===== src/design/sfcfe_defines.svh =====
// Constants of the serial command front end: op-codes, status layout,
// reset values and input synchroniser depth.
// Assumes inclusion by bare name from design and bench files.
`ifndef SFCFE_DEFINES_SVH
`define SFCFE_DEFINES_SVH

// Op-code byte values
`define SFCFE_OP_SET_LATCH   8'h06
`define SFCFE_OP_CLR_LATCH   8'h04
`define SFCFE_OP_STAT_READ   8'h05
`define SFCFE_OP_STAT_WRITE  8'h01
`define SFCFE_OP_MEM_READ    8'h03
`define SFCFE_OP_MEM_WRITE   8'h02

// Status byte bit positions
`define SFCFE_ST_PIN_LOCK    7
`define SFCFE_ST_BP_HI       3
`define SFCFE_ST_BP_LO       2
`define SFCFE_ST_LATCH       1

// Reset values
`define SFCFE_RST_LATCH      1'b0
`define SFCFE_RST_PROTECT    1'b0
// Idle pin levels {cs_n, sck, si, wp_n}: deselected, clock low, unprotected
`define SFCFE_RST_PINS       4'h9

// Bit index of the last bit of a byte
`define SFCFE_LAST_BIT       3'h7

// Synchroniser stages on pin inputs
`define SFCFE_SYNC_STAGES    2

`endif


===== src/design/sfcfe_pkg.sv =====
// Types shared by the serial command front end.
// Assumes sfcfe_defines.svh holds the numeric constants.
package sfcfe_pkg;

    // Decoded command of the current selection
    typedef enum logic [2:0] {
        CMD_NONE,
        CMD_SET_LATCH,
        CMD_CLR_LATCH,
        CMD_STAT_READ,
        CMD_STAT_WRITE,
        CMD_MEM_READ,
        CMD_MEM_WRITE,
        CMD_UNKNOWN
    } sfcfe_cmd_t;

    // Frame sequencer states
    typedef enum logic [2:0] {
        ST_IDLE,
        ST_OPCODE,
        ST_ADDR_HI,
        ST_ADDR_LO,
        ST_DATA,
        ST_STAT_OUT,
        ST_STAT_IN,
        ST_IGNORE
    } sfcfe_state_t;

    // Serial pins arriving from the master
    typedef struct packed {
        logic cs_n;
        logic sck;
        logic si;
        logic wp_n;
    } sfcfe_pins_t;

    // Status byte fields held by the device
    typedef struct packed {
        logic pin_lock_enable;
        logic block_protect_hi;
        logic block_protect_lo;
        logic write_latch_flag;
    } sfcfe_status_t;

endpackage : sfcfe_pkg


===== src/design/sfcfe_sync.sv =====
// Two-flop synchroniser bank for asynchronous pin inputs.
// Assumes each bit is an independent level from outside clk_sys.
`timescale 1ns/100ps
`include "sfcfe_defines.svh"
module sfcfe_sync #(
    parameter int               WIDTH   = 4,
    parameter logic [WIDTH-1:0] RST_VAL = '0
) (
    // Clock and reset
    input  wire logic             clk_sys,
    input  wire logic             nrst,
    // Raw and synchronised levels
    input  wire logic [WIDTH-1:0] din,
    output logic      [WIDTH-1:0] dout
);

    // ----------------------------------------
    // Per-bit flop chain
    // ----------------------------------------
    genvar gi;
    generate
        for (gi = 0; gi < WIDTH; gi++) begin : g_bit
            logic [`SFCFE_SYNC_STAGES-1:0] chain_r; // Stage 0 feeds only stage 1
            always_ff @(posedge clk_sys) begin
                if (!nrst) begin
                    chain_r <= {`SFCFE_SYNC_STAGES{RST_VAL[gi]}}; // Idle level, no false edge
                end else begin
                    chain_r <= {chain_r[`SFCFE_SYNC_STAGES-2:0], din[gi]};
                end
            end
            assign dout[gi] = chain_r[`SFCFE_SYNC_STAGES-1];
        end
    endgenerate

endmodule : sfcfe_sync


===== src/design/sfcfe_core.sv =====
// Serial slave command front end of a 2,048 x 8 nonvolatile RAM.
// Assumes an SPI master on the pins, slow enough to be sampled by clk_sys.
`timescale 1ns/100ps
`include "sfcfe_defines.svh"
module sfcfe_core #(
    parameter int ADDR_W = 11
) (
    // Clock and reset
    input  wire logic                  clk_sys,
    input  wire logic                  nrst,
    // Serial pins from the master
    input  wire sfcfe_pkg::sfcfe_pins_t pins,
    output logic                       so_o,
    output logic                       so_oe,
    // Decoded command and address
    output sfcfe_pkg::sfcfe_cmd_t      cmd_o,
    output logic [ADDR_W-1:0]          addr_o,
    output logic                       addr_valid_o,
    output logic                       mode3_o,
    // Memory write byte stream
    output logic [7:0]                 wr_byte_o,
    output logic                       wr_valid_o,
    // Status bits
    output sfcfe_pkg::sfcfe_status_t   status_o
);

    // ----------------------------------------
    // Pin synchronisation and edge detection
    // ----------------------------------------
    sfcfe_pkg::sfcfe_pins_t  pins_s;      // Synchronised pins
    logic                    sck_d;       // Previous clock level
    logic                    cs_d;        // Previous select level
    logic                    sck_rise;    // Serial clock rising
    logic                    sck_fall;    // Serial clock falling
    logic                    cs_fall;     // Select asserted
    logic                    cs_rise;     // Select released

    sfcfe_sync #(.WIDTH(4), .RST_VAL(`SFCFE_RST_PINS)) u_sync (
        .clk_sys (clk_sys),
        .nrst    (nrst),
        .din     (pins),
        .dout    (pins_s)
    );

    // Delayed copies for edges
    always_ff @(posedge clk_sys) begin
        if (!nrst) begin
            sck_d <= 1'b0;
            cs_d  <= 1'b1;
        end else begin
            sck_d <= pins_s.sck;
            cs_d  <= pins_s.cs_n;
        end
    end

    assign sck_rise = !pins_s.cs_n && pins_s.sck && !sck_d;
    assign sck_fall = !pins_s.cs_n && !pins_s.sck && sck_d;
    assign cs_fall  = cs_d && !pins_s.cs_n;
    assign cs_rise  = !cs_d && pins_s.cs_n;

    // ----------------------------------------
    // Receive shifter
    // ----------------------------------------
    sfcfe_pkg::sfcfe_state_t state_r;     // Frame sequencer
    logic [2:0]              bit_cnt_r;   // Bit within byte
    logic [6:0]              rx_sh_r;     // Bits taken so far
    logic [7:0]              rx_byte;     // Byte incl. current bit
    logic                    byte_done;   // Eighth rising edge

    assign rx_byte   = {rx_sh_r, pins_s.si};
    assign byte_done = sck_rise && (bit_cnt_r == `SFCFE_LAST_BIT);

    // Shift in on rising edges, MSB first
    always_ff @(posedge clk_sys) begin
        if (!nrst) begin
            bit_cnt_r <= 3'h0;
            rx_sh_r   <= 7'h00;
        end else if (pins_s.cs_n || cs_fall) begin
            bit_cnt_r <= 3'h0;
        end else if (sck_rise) begin
            bit_cnt_r <= bit_cnt_r + 3'h1;
            rx_sh_r   <= rx_byte[6:0];
        end
    end

    // ----------------------------------------
    // Op-code decode
    // ----------------------------------------
    sfcfe_pkg::sfcfe_cmd_t   opc;         // Decoded current byte
    logic                    opc_done;    // Op-code byte complete

    // Table decode of the byte just completed
    always_comb begin
        if (rx_byte == `SFCFE_OP_SET_LATCH) begin
            opc = sfcfe_pkg::CMD_SET_LATCH;
        end else if (rx_byte == `SFCFE_OP_CLR_LATCH) begin
            opc = sfcfe_pkg::CMD_CLR_LATCH;
        end else if (rx_byte == `SFCFE_OP_STAT_READ) begin
            opc = sfcfe_pkg::CMD_STAT_READ;
        end else if (rx_byte == `SFCFE_OP_STAT_WRITE) begin
            opc = sfcfe_pkg::CMD_STAT_WRITE;
        end else if (rx_byte == `SFCFE_OP_MEM_READ) begin
            opc = sfcfe_pkg::CMD_MEM_READ;
        end else if (rx_byte == `SFCFE_OP_MEM_WRITE) begin
            opc = sfcfe_pkg::CMD_MEM_WRITE;
        end else begin
            opc = sfcfe_pkg::CMD_UNKNOWN;
        end
    end

    assign opc_done = byte_done && (state_r == sfcfe_pkg::ST_OPCODE);

    // ----------------------------------------
    // Frame sequencer
    // ----------------------------------------
    logic                    stat_wr_done; // Status byte received

    assign stat_wr_done = byte_done && (state_r == sfcfe_pkg::ST_STAT_IN);

    // One op-code per selection, operands follow it
    always_ff @(posedge clk_sys) begin
        if (!nrst) begin
            state_r <= sfcfe_pkg::ST_IDLE;
        end else if (pins_s.cs_n) begin
            state_r <= sfcfe_pkg::ST_IDLE;
        end else if (cs_fall) begin
            state_r <= sfcfe_pkg::ST_OPCODE;
        end else if (byte_done) begin
            case (state_r)
                sfcfe_pkg::ST_OPCODE: begin
                    case (opc)
                        sfcfe_pkg::CMD_STAT_READ:  state_r <= sfcfe_pkg::ST_STAT_OUT;
                        sfcfe_pkg::CMD_STAT_WRITE: state_r <= sfcfe_pkg::ST_STAT_IN;
                        sfcfe_pkg::CMD_MEM_READ,
                        sfcfe_pkg::CMD_MEM_WRITE:  state_r <= sfcfe_pkg::ST_ADDR_HI;
                        default:                   state_r <= sfcfe_pkg::ST_IGNORE;
                    endcase
                end
                sfcfe_pkg::ST_ADDR_HI: state_r <= sfcfe_pkg::ST_ADDR_LO;
                sfcfe_pkg::ST_ADDR_LO: state_r <= sfcfe_pkg::ST_DATA;
                sfcfe_pkg::ST_STAT_IN: state_r <= sfcfe_pkg::ST_IGNORE;
                default:               state_r <= state_r;
            endcase
        end
    end

    // Command and mode capture
    always_ff @(posedge clk_sys) begin
        if (!nrst) begin
            cmd_o   <= sfcfe_pkg::CMD_NONE;
            mode3_o <= 1'b0;
        end else if (cs_fall) begin
            cmd_o   <= sfcfe_pkg::CMD_NONE;
            mode3_o <= pins_s.sck;
        end else if (opc_done) begin
            cmd_o   <= opc;
        end
    end

    // ----------------------------------------
    // Address capture
    // ----------------------------------------
    // Upper five address bits fall away
    always_ff @(posedge clk_sys) begin
        if (!nrst) begin
            addr_o       <= '0;
            addr_valid_o <= 1'b0;
        end else begin
            addr_valid_o <= 1'b0;
            if (byte_done && state_r == sfcfe_pkg::ST_ADDR_HI) begin
                addr_o[ADDR_W-1:8] <= rx_byte[ADDR_W-9:0];
            end else if (byte_done && state_r == sfcfe_pkg::ST_ADDR_LO) begin
                addr_o[7:0]  <= rx_byte;
                addr_valid_o <= 1'b1;
            end
        end
    end

    // Memory write bytes leave at the eighth clock
    always_ff @(posedge clk_sys) begin
        if (!nrst) begin
            wr_byte_o  <= 8'h00;
            wr_valid_o <= 1'b0;
        end else begin
            wr_valid_o <= byte_done && state_r == sfcfe_pkg::ST_DATA &&
                          cmd_o == sfcfe_pkg::CMD_MEM_WRITE &&
                          status_o.write_latch_flag;
            if (byte_done) begin
                wr_byte_o <= rx_byte;
            end
        end
    end

    // ----------------------------------------
    // Write latch and status bits
    // ----------------------------------------
    logic                    stat_locked; // Status write refused
    logic                    latch_r;     // Write enable latch
    logic                    lock_en_r;   // Pin lock enable bit
    logic                    bp_hi_r;     // Upper block protect bit
    logic                    bp_lo_r;     // Lower block protect bit

    // One driver per field, gathered into the status port
    assign status_o    = {lock_en_r, bp_hi_r, bp_lo_r, latch_r};
    assign stat_locked = status_o.pin_lock_enable && !pins_s.wp_n;

    // Latch set, cleared by command, status write, or deselect after a memory or status write op-code
    always_ff @(posedge clk_sys) begin
        if (!nrst) begin
            latch_r <= `SFCFE_RST_LATCH;
        end else if (opc_done && opc == sfcfe_pkg::CMD_SET_LATCH) begin
            latch_r <= 1'b1;
        end else if (opc_done && opc == sfcfe_pkg::CMD_CLR_LATCH) begin
            latch_r <= 1'b0;
        end else if (stat_wr_done) begin
            latch_r <= 1'b0;
        end else if (cs_rise && (cmd_o == sfcfe_pkg::CMD_MEM_WRITE ||
                                 cmd_o == sfcfe_pkg::CMD_STAT_WRITE)) begin
            latch_r <= 1'b0;
        end
    end

    // Protection bits, written only when permitted
    always_ff @(posedge clk_sys) begin
        if (!nrst) begin
            lock_en_r <= `SFCFE_RST_PROTECT;
            bp_hi_r   <= `SFCFE_RST_PROTECT;
            bp_lo_r   <= `SFCFE_RST_PROTECT;
        end else if (stat_wr_done && status_o.write_latch_flag && !stat_locked) begin
            lock_en_r <= rx_byte[`SFCFE_ST_PIN_LOCK];
            bp_hi_r   <= rx_byte[`SFCFE_ST_BP_HI];
            bp_lo_r   <= rx_byte[`SFCFE_ST_BP_LO];
        end
    end

    // ----------------------------------------
    // Status read output
    // ----------------------------------------
    logic [7:0]              stat_byte;   // Assembled status byte
    logic [7:0]              tx_sh_r;     // Bits still to send

    // Fixed zeros in bits 0 and 4 to 6
    always_comb begin
        stat_byte                     = 8'h00;
        stat_byte[`SFCFE_ST_PIN_LOCK] = status_o.pin_lock_enable;
        stat_byte[`SFCFE_ST_BP_HI]    = status_o.block_protect_hi;
        stat_byte[`SFCFE_ST_BP_LO]    = status_o.block_protect_lo;
        stat_byte[`SFCFE_ST_LATCH]    = status_o.write_latch_flag;
    end

    // Drive on falling edges, release when deselected
    always_ff @(posedge clk_sys) begin
        if (!nrst) begin
            tx_sh_r <= 8'h00;
            so_o    <= 1'b0;
            so_oe   <= 1'b0;
        end else if (pins_s.cs_n) begin
            so_oe   <= 1'b0;
        end else if (opc_done && opc == sfcfe_pkg::CMD_STAT_READ) begin
            tx_sh_r <= stat_byte;
        end else if (sck_fall && state_r == sfcfe_pkg::ST_STAT_OUT) begin
            so_o    <= tx_sh_r[7];
            so_oe   <= 1'b1;
            tx_sh_r <= (bit_cnt_r == `SFCFE_LAST_BIT) ? stat_byte : {tx_sh_r[6:0], 1'b0};
        end
    end

    // ----------------------------------------
    // Checks
    // ----------------------------------------
    AST_RESET_LATCH: assert property (@(posedge clk_sys) !nrst |=> !status_o.write_latch_flag)
        else $error("Latch not clear after reset");
    AST_SET_LATCH: assert property (@(posedge clk_sys) disable iff (!nrst)
        opc_done && opc == sfcfe_pkg::CMD_SET_LATCH |=> status_o.write_latch_flag)
        else $error("Set command did not set latch");
    AST_CLR_LATCH: assert property (@(posedge clk_sys) disable iff (!nrst)
        opc_done && opc == sfcfe_pkg::CMD_CLR_LATCH |=> !status_o.write_latch_flag)
        else $error("Clear command did not clear latch");
    AST_STAT_WR_CLEARS: assert property (@(posedge clk_sys) disable iff (!nrst)
        stat_wr_done |=> !status_o.write_latch_flag)
        else $error("Status write left latch set");
    AST_DESELECT_CLEARS: assert property (@(posedge clk_sys) disable iff (!nrst)
        cs_rise && cmd_o == sfcfe_pkg::CMD_MEM_WRITE |=> !status_o.write_latch_flag)
        else $error("Write deselect left latch set");
    AST_LOCKED_STABLE: assert property (@(posedge clk_sys) disable iff (!nrst)
        stat_wr_done && stat_locked |=> $stable(status_o.block_protect_hi) && $stable(status_o.block_protect_lo))
        else $error("Locked status changed");
    AST_MODE_CAPTURE: assert property (@(posedge clk_sys) disable iff (!nrst)
        cs_fall |=> mode3_o == $past(pins_s.sck))
        else $error("Mode not taken at select fall");
    AST_RELEASE: assert property (@(posedge clk_sys) disable iff (!nrst)
        pins_s.cs_n [*2] |-> !so_oe)
        else $error("Output driven while deselected");
    AST_DRIVE_ON_FALL: assert property (@(posedge clk_sys) disable iff (!nrst)
        so_oe && $changed(so_o) |-> $past(sck_fall))
        else $error("Output changed off a falling edge");
    AST_UNKNOWN_QUIET: assert property (@(posedge clk_sys) disable iff (!nrst)
        state_r == sfcfe_pkg::ST_IGNORE && cmd_o == sfcfe_pkg::CMD_UNKNOWN |-> !so_oe && !wr_valid_o)
        else $error("Unknown op-code caused action");
    AST_ADDR_PULSE: assert property (@(posedge clk_sys) disable iff (!nrst)
        addr_valid_o |-> addr_o[7:0] == $past(rx_byte))
        else $error("Address low byte mismatch");

    COV_SET_LATCH: cover property (@(posedge clk_sys) opc_done && opc == sfcfe_pkg::CMD_SET_LATCH);
    COV_STAT_READ: cover property (@(posedge clk_sys) so_oe && sck_fall);
    COV_STAT_WRITE: cover property (@(posedge clk_sys) stat_wr_done && status_o.write_latch_flag);
    COV_MEM_WRITE: cover property (@(posedge clk_sys) wr_valid_o);

endmodule : sfcfe_core


===== config.mk =====
export PLATFORM = sky130hd
export DESIGN_NAME = sfcfe_core
export DESIGN_NICKNAME = d
export VERILOG_FILES = /design/src/design/sfcfe_pkg.sv /design/src/design/sfcfe_sync.sv /design/src/design/sfcfe_core.sv
export VERILOG_INCLUDE_DIRS = /design/src /design/src/design
export SDC_FILE = /design/constraint.sdc
export NUM_CORES = 1
export LEC_CHECK = 0
export BUFFER_PORTS_ARGS = -buffer_cell sky130_fd_sc_hd__buf_2
export CORE_MARGIN = 8
export CORE_UTILIZATION = 35
export DETAILED_ROUTE_END_ITERATION = 8
export PLACE_DENSITY_LB_ADDON = 0.15
export SYNTH_ARGS = -nofsm -noshare
export SYNTH_HDL_FRONTEND = slang
export SYNTH_SLANG_ARGS = --single-unit
export TNS_END_PERCENT = 5

===== constraint.sdc =====
create_clock -name clk_sys -period 2.6 [get_ports clk_sys]
set_input_delay 0.13 -clock clk_sys [delete_from_list [all_inputs] [get_ports clk_sys]]
set_output_delay 0.13 -clock clk_sys [all_outputs]
set_load 0.02 [all_outputs]

==> results of run 1 <==
## synthesized netlist by cell type, types with 2 or more instances
cell	instances
and2_1	5
nor2_1	27
o21ai_0	3
inv_1	2
o31ai_1	3
nand3b_1	4
nand3_1	4
a211oi_1	3
mux2_2	3
ha_1	2
nand2b_1	8
clkbuf_1	11
buf_2	3
nor3_1	3
buf_4	4
nor2b_1	5
a22o_1	8
a21oi_1	12
nand2_1	34
nand4bb_1	3
a31oi_1	2
mux2i_1	24
dfxtp_1	61
nand4b_1	2
## metal layers
layer | up-vias | track usage (%) | part of all wire [%]
li1 | 939 | - | -
met1 | 834 | 13.8 | 49
met2 | 36 | 18.8 | 44
met3 | 13 | 4.51 | 5.2
met4 | 0 | 6.02 | 2.0
met5 | - | 0 | 0
## critical path, stage by stage, from the launching register on
cell and delay (ns):
dfxtp_1 0.35, ha_1 0.15, ha_1 0.32, and4bb_2 0.48
nand3_1 0.12, nor2_1 0.45, a22o_1 0.20
## cell usage in the layout, fill, tap and decap left out, types with 4 or more instances in the layout
cell type / n
nor2_1: 27
dlygate4sd3_1: 4
buf_2: 36
a22o_1: 8
nor2b_1: 5
buf_4: 4
nand2_1: 34
nand2b_1: 8
a21oi_1: 12
nand3b_1: 4
mux2i_1: 24
dfxtp_1: 61
and2_1: 5
nand3_1: 4
clkbuf_8: 9
## path summary, 6_finish.rpt
path,slack (ns),end,depth (start not counted)
setup / recovery,0.48,addr_o[2],6
hold / removal,0.11,tx_sh_r[2],3
setup reg to reg,0.48,addr_o[2],6
hold reg to reg,0.41,u_sync.g_bit[3].chain_r[1],1
## stage by stage
step	hold WS, ns	utilization [%]	std cells
2_1_floorplan	0.231	-	251
3_3_place_gp	0.310	39.2	353
3_5_place_dp	0.316	39.2	353
4_1_cts	0.0806	43.1	373
5_1_grt	0.0996	43.1	373
6_report	0.106	43.1	373
## kinds of logic after synthesis
family	count (synthesis)	synth area share [%]
simple gates	104	22.7
xor+xnor	1	0.363
fa+ha+maj	2	1.04
flops	61	50.6
compound gates	35	9.81
buf+inv	21	4.05
mux	27	11.4
## final cells by class
class                      instances  area, sq um  area share, %
clock buffer                       9          124           4.27
tap                               80          100           3.45
multi-input combinational        169         1090           37.7
timing repair buffer              44          250           8.64
inverter                           3         11.3          0.389
clock inverter                     7         98.8           3.41
sequential                        61         1220           42.1
## registers in the layout (all words and copies together) (netlist names), 3 cells and up
register              flops
addr_o                   11
cmd_o                     3
tx_sh_r                   7
wr_byte_o                 8
rx_sh_r                   7
u_sync.g_bit.chain_r      8
state_r                   3
bit_cnt_r                 3
## report_power, final
group	internal (W)	total, W	leakage, nW	switching, W
Combinational	0.0000162	0.0000386	0.593	0.0000224
Sequential	0.000941	0.000947	0.493	0.00000578
Clock	0.000543	0.000928	0.110	0.000384
Total	0.00150	0.00191	1.20	0.000412
==> results.json, run 1 <==
{
  "power_leakage_nw": 1.20,
  "seq_area_frac_synth_pct": 50.6,
  "place_area_sq_um": 2640,
  "r2r_start": "bit_cnt_r[0]",
  "die_h_microns": 99,
  "timing.final.crit_share_pct": 81.5,
  "cts-root-buf": "clkbuf_8",
  "fin_nets": 296,
  "crit_fanout": 14,
  "synth_area_leaders": "dfxtp_1, mux2i_1, nand2_1",
  "grt_overflow": 0,
  "path_class": "flop to flop",
  "coreArea_sq_um": 6720,
  "initial_core_util_pct": 35.9,
  "grt_pass1_wl_mm": 9.12,
  "die_w_microns": 99,
  "syn-num-nets": 259,
  "io_pins": 37,
  "synth_top_area_share_pct": 50.6,
  "finalPower_w": 0.00191,
  "synth_edf_count": 0,
  "drtIter0Drc": 100,
  "cts_tree": "built",
  "ys_types": 39,
  "drive_gt1_share_pct": 22.2,
  "end_kind": "flop",
  "drcViolationCount": 0,
  "required_ns": 2.89,
  "cts_inserted_buffers": 9,
  "tns_ns": 0,
  "cts.htree.levels": 3,
  "maxSlewViolCount": 0,
  "worstHoldStart": "nrst",
  "fin_skew_ns": 0.00877,
  "rows": 30,
  "cts_resized": 0,
  "vdd_drop_max_uv": 324,
  "antenna_left": 0,
  "slew_headroom_pct": 52.0,
  "antennaDiodeCount": 0,
  "clk_pin_slew_worst_paths_ns": 0.07,
  "cts_hold_buffers": 4,
  "synth_seq_cells": 61,
  "grt.total_usage_pct": 11.9,
  "hp-class": "primary input to flop",
  "clock_sinks": 61,
  "drt-vias-per-instance": 4.88,
  "ys.warnings.count": 0,
  "synth_area_per_cell_sq_um": 9.61,
  "worstSetupStartpoint": "bit_cnt_r[0]",
  "dp_hpwl_mm": 3.77,
  "power_density_nw_per_um2": 660,
  "synth-main-ff-cell": "dfxtp_1",
  "antenna_found_initial": 0,
  "synth_largest_area_cell": "dfxtp_1",
  "synth_area_sq_um": 2410,
  "grt_setup_unrepaired": "no",
  "setup_viol_count_final": 0,
  "grt_pass1_vias": 1855,
  "synthArstFlopShare_pct": 0,
  "first_pass_iters": 4,
  "io_buffer_count": 36,
  "cts_setup_buffers": 0,
  "synthToLayoutAreaGrowth_pct": 20.2,
  "wl_per_cell_microns": 14.8,
  "insertion_delay_ns": 0.34,
  "finalHoldViolCount": 0,
  "num_vias": 1822,
  "period_needed_ns": 2.12,
  "status": "finished clean",
  "gp_congestion": 0.769,
  "grt_max_degree": 27,
  "max_slew.worst_pin.slew_ns": 0.714,
  "timing.fmax_ghz": 0.472,
  "synthCells": 251,
  "startpoint_type": "flop",
  "dieArea_sq_um": 9800,
  "place_ws_ns": 0.471,
  "setup_slack_ns": 0.481,
  "finalWirelength_mm": 5.51,
  "fillers": 692,
  "ctsLongestPathBuffers": 2,
  "fin_area_sq_um": 2900,
  "cap_violations": 0,
  "critPathArrivalTime_ns": 2.41
}
Power figures use the tool's default switching activity.
==> inputs of run 2 (changes only) <==
Settings changed: ABC_AREA set to 1.
Clock period 2.6 ns to 2.2 ns, I/O delays scaled along.
==> run 2 against run 1 <==
Largest power group unchanged; via count rose by 13%; count of clock-buffer cells in the layout rose by 2; synthesized cell count rose by 22%; clock skew rose by 0.0018 ns; synthesized area rose by 2.4%; combinational power rose by 29%; sequential share of layout area fell by 0.64 points; non-clock buffer count fell by 1; first-iteration DRC count fell by 27%; global-route usage rose by 0.67 points; critical endpoint is now addr_o[10].
==> results.json, run 2 <==
{
  "dp.cells": 428,
  "io_pins": 37,
  "finalPower_w": 0.00217,
  "startpoint_type": "flop",
  "first_pass_iters": 4,
  "num_vias": 2058,
  "grt_max_degree": 23,
  "ctsLongestPathBuffers": 2,
  "grt_setup_unrepaired": "no",
  "ys.warnings.count": 0,
  "dp_hpwl_mm": 4.28,
  "required_ns": 2.44,
  "critPathSlowestCell": "dfxtp_1",
  "clk_pin_slew_worst_paths_ns": 0.07,
  "synth_area_per_cell_sq_um": 8.04,
  "die_w_microns": 100,
  "rows": 30,
  "drcViolationCount": 0,
  "period_needed_ns": 1.97,
  "yosysMostFrequentCell": "dfxtp_1",
  "yosys-top-cells-count": "dfxtp_1, nand2_1, inv_1",
  "clock_sinks": 61,
  "cts_tree": "built",
  "fillers": 696,
  "dieArea_sq_um": 10000,
  "cap_violations": 0,
  "gp_congestion": 0.819,
  "slew_headroom_pct": 59.7,
  "wl_per_cell_microns": 13.1,
  "seq_area_frac_synth_pct": 49.5,
  "finalWirelength_mm": 5.85,
  "cpLargestDelayFamily": "simple AND/OR/NAND/NOR gates",
  "synth_largest_area_cell": "dfxtp_1",
  "multi_input_area_sq_um": 1020,
  "power_leakage_nw": 1.29,
  "cts_inserted_buffers": 9,
  "die_h_microns": 100,
  "initial_core_util_pct": 36.3,
  "timing.final.crit_share_pct": 89.6,
  "synthArstFlopShare_pct": 0,
  "wl_met3_microns": 206,
  "setup_viol_count_final": 0,
  "largest_register": "addr_o",
  "drive_gt1_share_pct": 22.2,
  "drt-vias-per-instance": 4.60,
  "layout_common_cells": "dfxtp_1, nand2_1, buf_2, inv_1, o21ai_0",
  "cts-root-buf": "clkbuf_8",
  "insertion_delay_ns": 0.34,
  "coreArea_sq_um": 6790,
  "grt_pass1_wl_mm": 9.76,
  "drtIter0Drc": 73,
  "antenna_left": 0,
  "synth-main-ff-cell": "dfxtp_1",
  "final-seq-area_sq_um": 1220,
  "wl_met1_mm": 2.94,
  "wl_met2_mm": 2.59,
  "cts_resized": 0,
  "path_buf_inv": 1,
  "maxSlewViolCount": 0,
  "path_class": "flop to flop",
  "crit_fanout": 9,
  "synth_area_sq_um": 2470,
  "final_common_cell": "dfxtp_1",
  "grt_pass1_vias": 1928,
  "end_kind": "flop",
  "timing.fmax_ghz": 0.507,
  "status": "finished clean",
  "synth_seq_cells": 61,
  "grt_overflow": 0,
  "io_buffer_count": 36,
  "fin_skew_ns": 0.0106,
  "grt.total_usage_pct": 12.6,
  "tns_ns": 0,
  "synth_edf_count": 0,
  "largest_reg_flops": 11,
  "synth_area_leaders": "dfxtp_1, nand2_1, o21ai_0",
  "synthToLayoutAreaGrowth_pct": 19.2,
  "fin_nets": 355,
  "crit_top_cell": "ha_1",
  "hp-class": "primary input to flop",
  "syn-num-nets": 315,
  "reg.largest.list": "addr_o x11, u_sync.g_bit.chain_r x8, wr_byte_o x8",
  "cts.htree.levels": 3,
  "ys_types": 33,
  "synth_top_area_share_pct": 49.5,
  "power_density_nw_per_um2": 736,
  "max_stage_delay_ns": 0.35,
  "finalHoldViolCount": 0,
  "highest_layer": "met4",
  "stdcell_count": 447,
  "crit_path_cell_trace": "ha_1 > ha_1 > inv_1 > nor2_4 > nand2_1 > nor2_2 > nor2_1 > a211oi_1",
  "max_slew.worst_pin.slew_ns": 0.604,
  "synthCells": 307,
  "antenna_found_initial": 0,
  "vdd_drop_max_uv": 370,
  "critPathArrivalTime_ns": 2.22,
  "antennaDiodeCount": 0
}
-- run 2: cell count changes after synthesis, sizes merged, moves of 6 or more --
| cell | previous run | this run |
|---|---|---|
| a21oi | 13 | 28 |
| a22o | 8 | 0 |
| clkbuf | 11 | 2 |
| inv | 2 | 37 |
| mux2i | 24 | 0 |
| nand2 | 34 | 51 |
| nand2b | 8 | 0 |
| nand3 | 4 | 19 |
| nor2 | 27 | 33 |
| o21ai | 3 | 35 |
-- run 2: layout make-up --
class | instances | area share [%]
multi-input cells | 195 | 34.7
clock buffers | 11 | 5.14
inverters | 37 | 4.72
flip-flops and latches | 61 | 41.5
clock inverters | 4 | 1.62
well taps | 96 | 4.08
repair buffers | 43 | 8.25
-- run 2: through the flow --
| stage | hold slack [ns] | setup WS, ns | utilization (%) | area [sq um] |
|---|---|---|---|---|
| floorplan | 0.208 | 0.598 | - | 2470 |
| global placement | 0.291 | 0.331 | 39.8 | 2700 |
| detailed placement | 0.299 | 0.279 | 39.8 | 2700 |
| CTS | 0.171 | 0.224 | 43.3 | 2940 |
| global route | 0.196 | 0.0531 | 43.3 | 2940 |
| finish | 0.180 | 0.229 | 43.3 | 2940 |
-- run 2: final timing paths --
path / start / to / slack, ns / depth (start not counted)
min: nrst / u_sync.g_bit[1].chain_r[0] / 0.18 / 3
max reg2reg: bit_cnt_r[0] / addr_o[10] / 0.23 / 8
min reg2reg: u_sync.g_bit[3].chain_r[0] / u_sync.g_bit[3].chain_r[1] / 0.41 / 1
max: bit_cnt_r[0] / addr_o[10] / 0.23 / 8
-- run 2: what timing repair did --
item,CTS,global route
buffers inserted,0,0
hold buffers,4,0
endpoints found under the hold margin,4,0
-- run 2: kinds of logic after synthesis --
family / after synthesis / share of synthesized area [%]
AOI/OAI and AO/OA: 78 / 17.4
buffers and inverters: 51 / 9.17
adders and majority gates: 2 / 1.01
DFF: 61 / 49.5
and+or+nand+nor: 115 / 23.0
-- run 2: where the power goes --
part	leakage [nW]	switching [W]	internal (W)	total, W
Clock	0.101	0.000424	0.000574	0.000998
Sequential	0.493	0.00000534	0.00111	0.00112
Combinational	0.692	0.0000323	0.0000173	0.0000497
Total	1.29	0.000461	0.00170	0.00217
-- run 2: tightest hold or removal path, stage by stage --
cell and delay (ns):
buf_2 0.23, nand2_1 0.10, inv_1 0.03
-- run 2: metal layers --
| layer | global-route usage, % | vias up |
|---|---|---|
| met2 | 18.4 | 36 |
| met4 | 6.98 | 0 |
| met5 | 0 | - |
| li1 | - | 1089 |
| met1 | 16.0 | 923 |
| met3 | 3.88 | 10 |
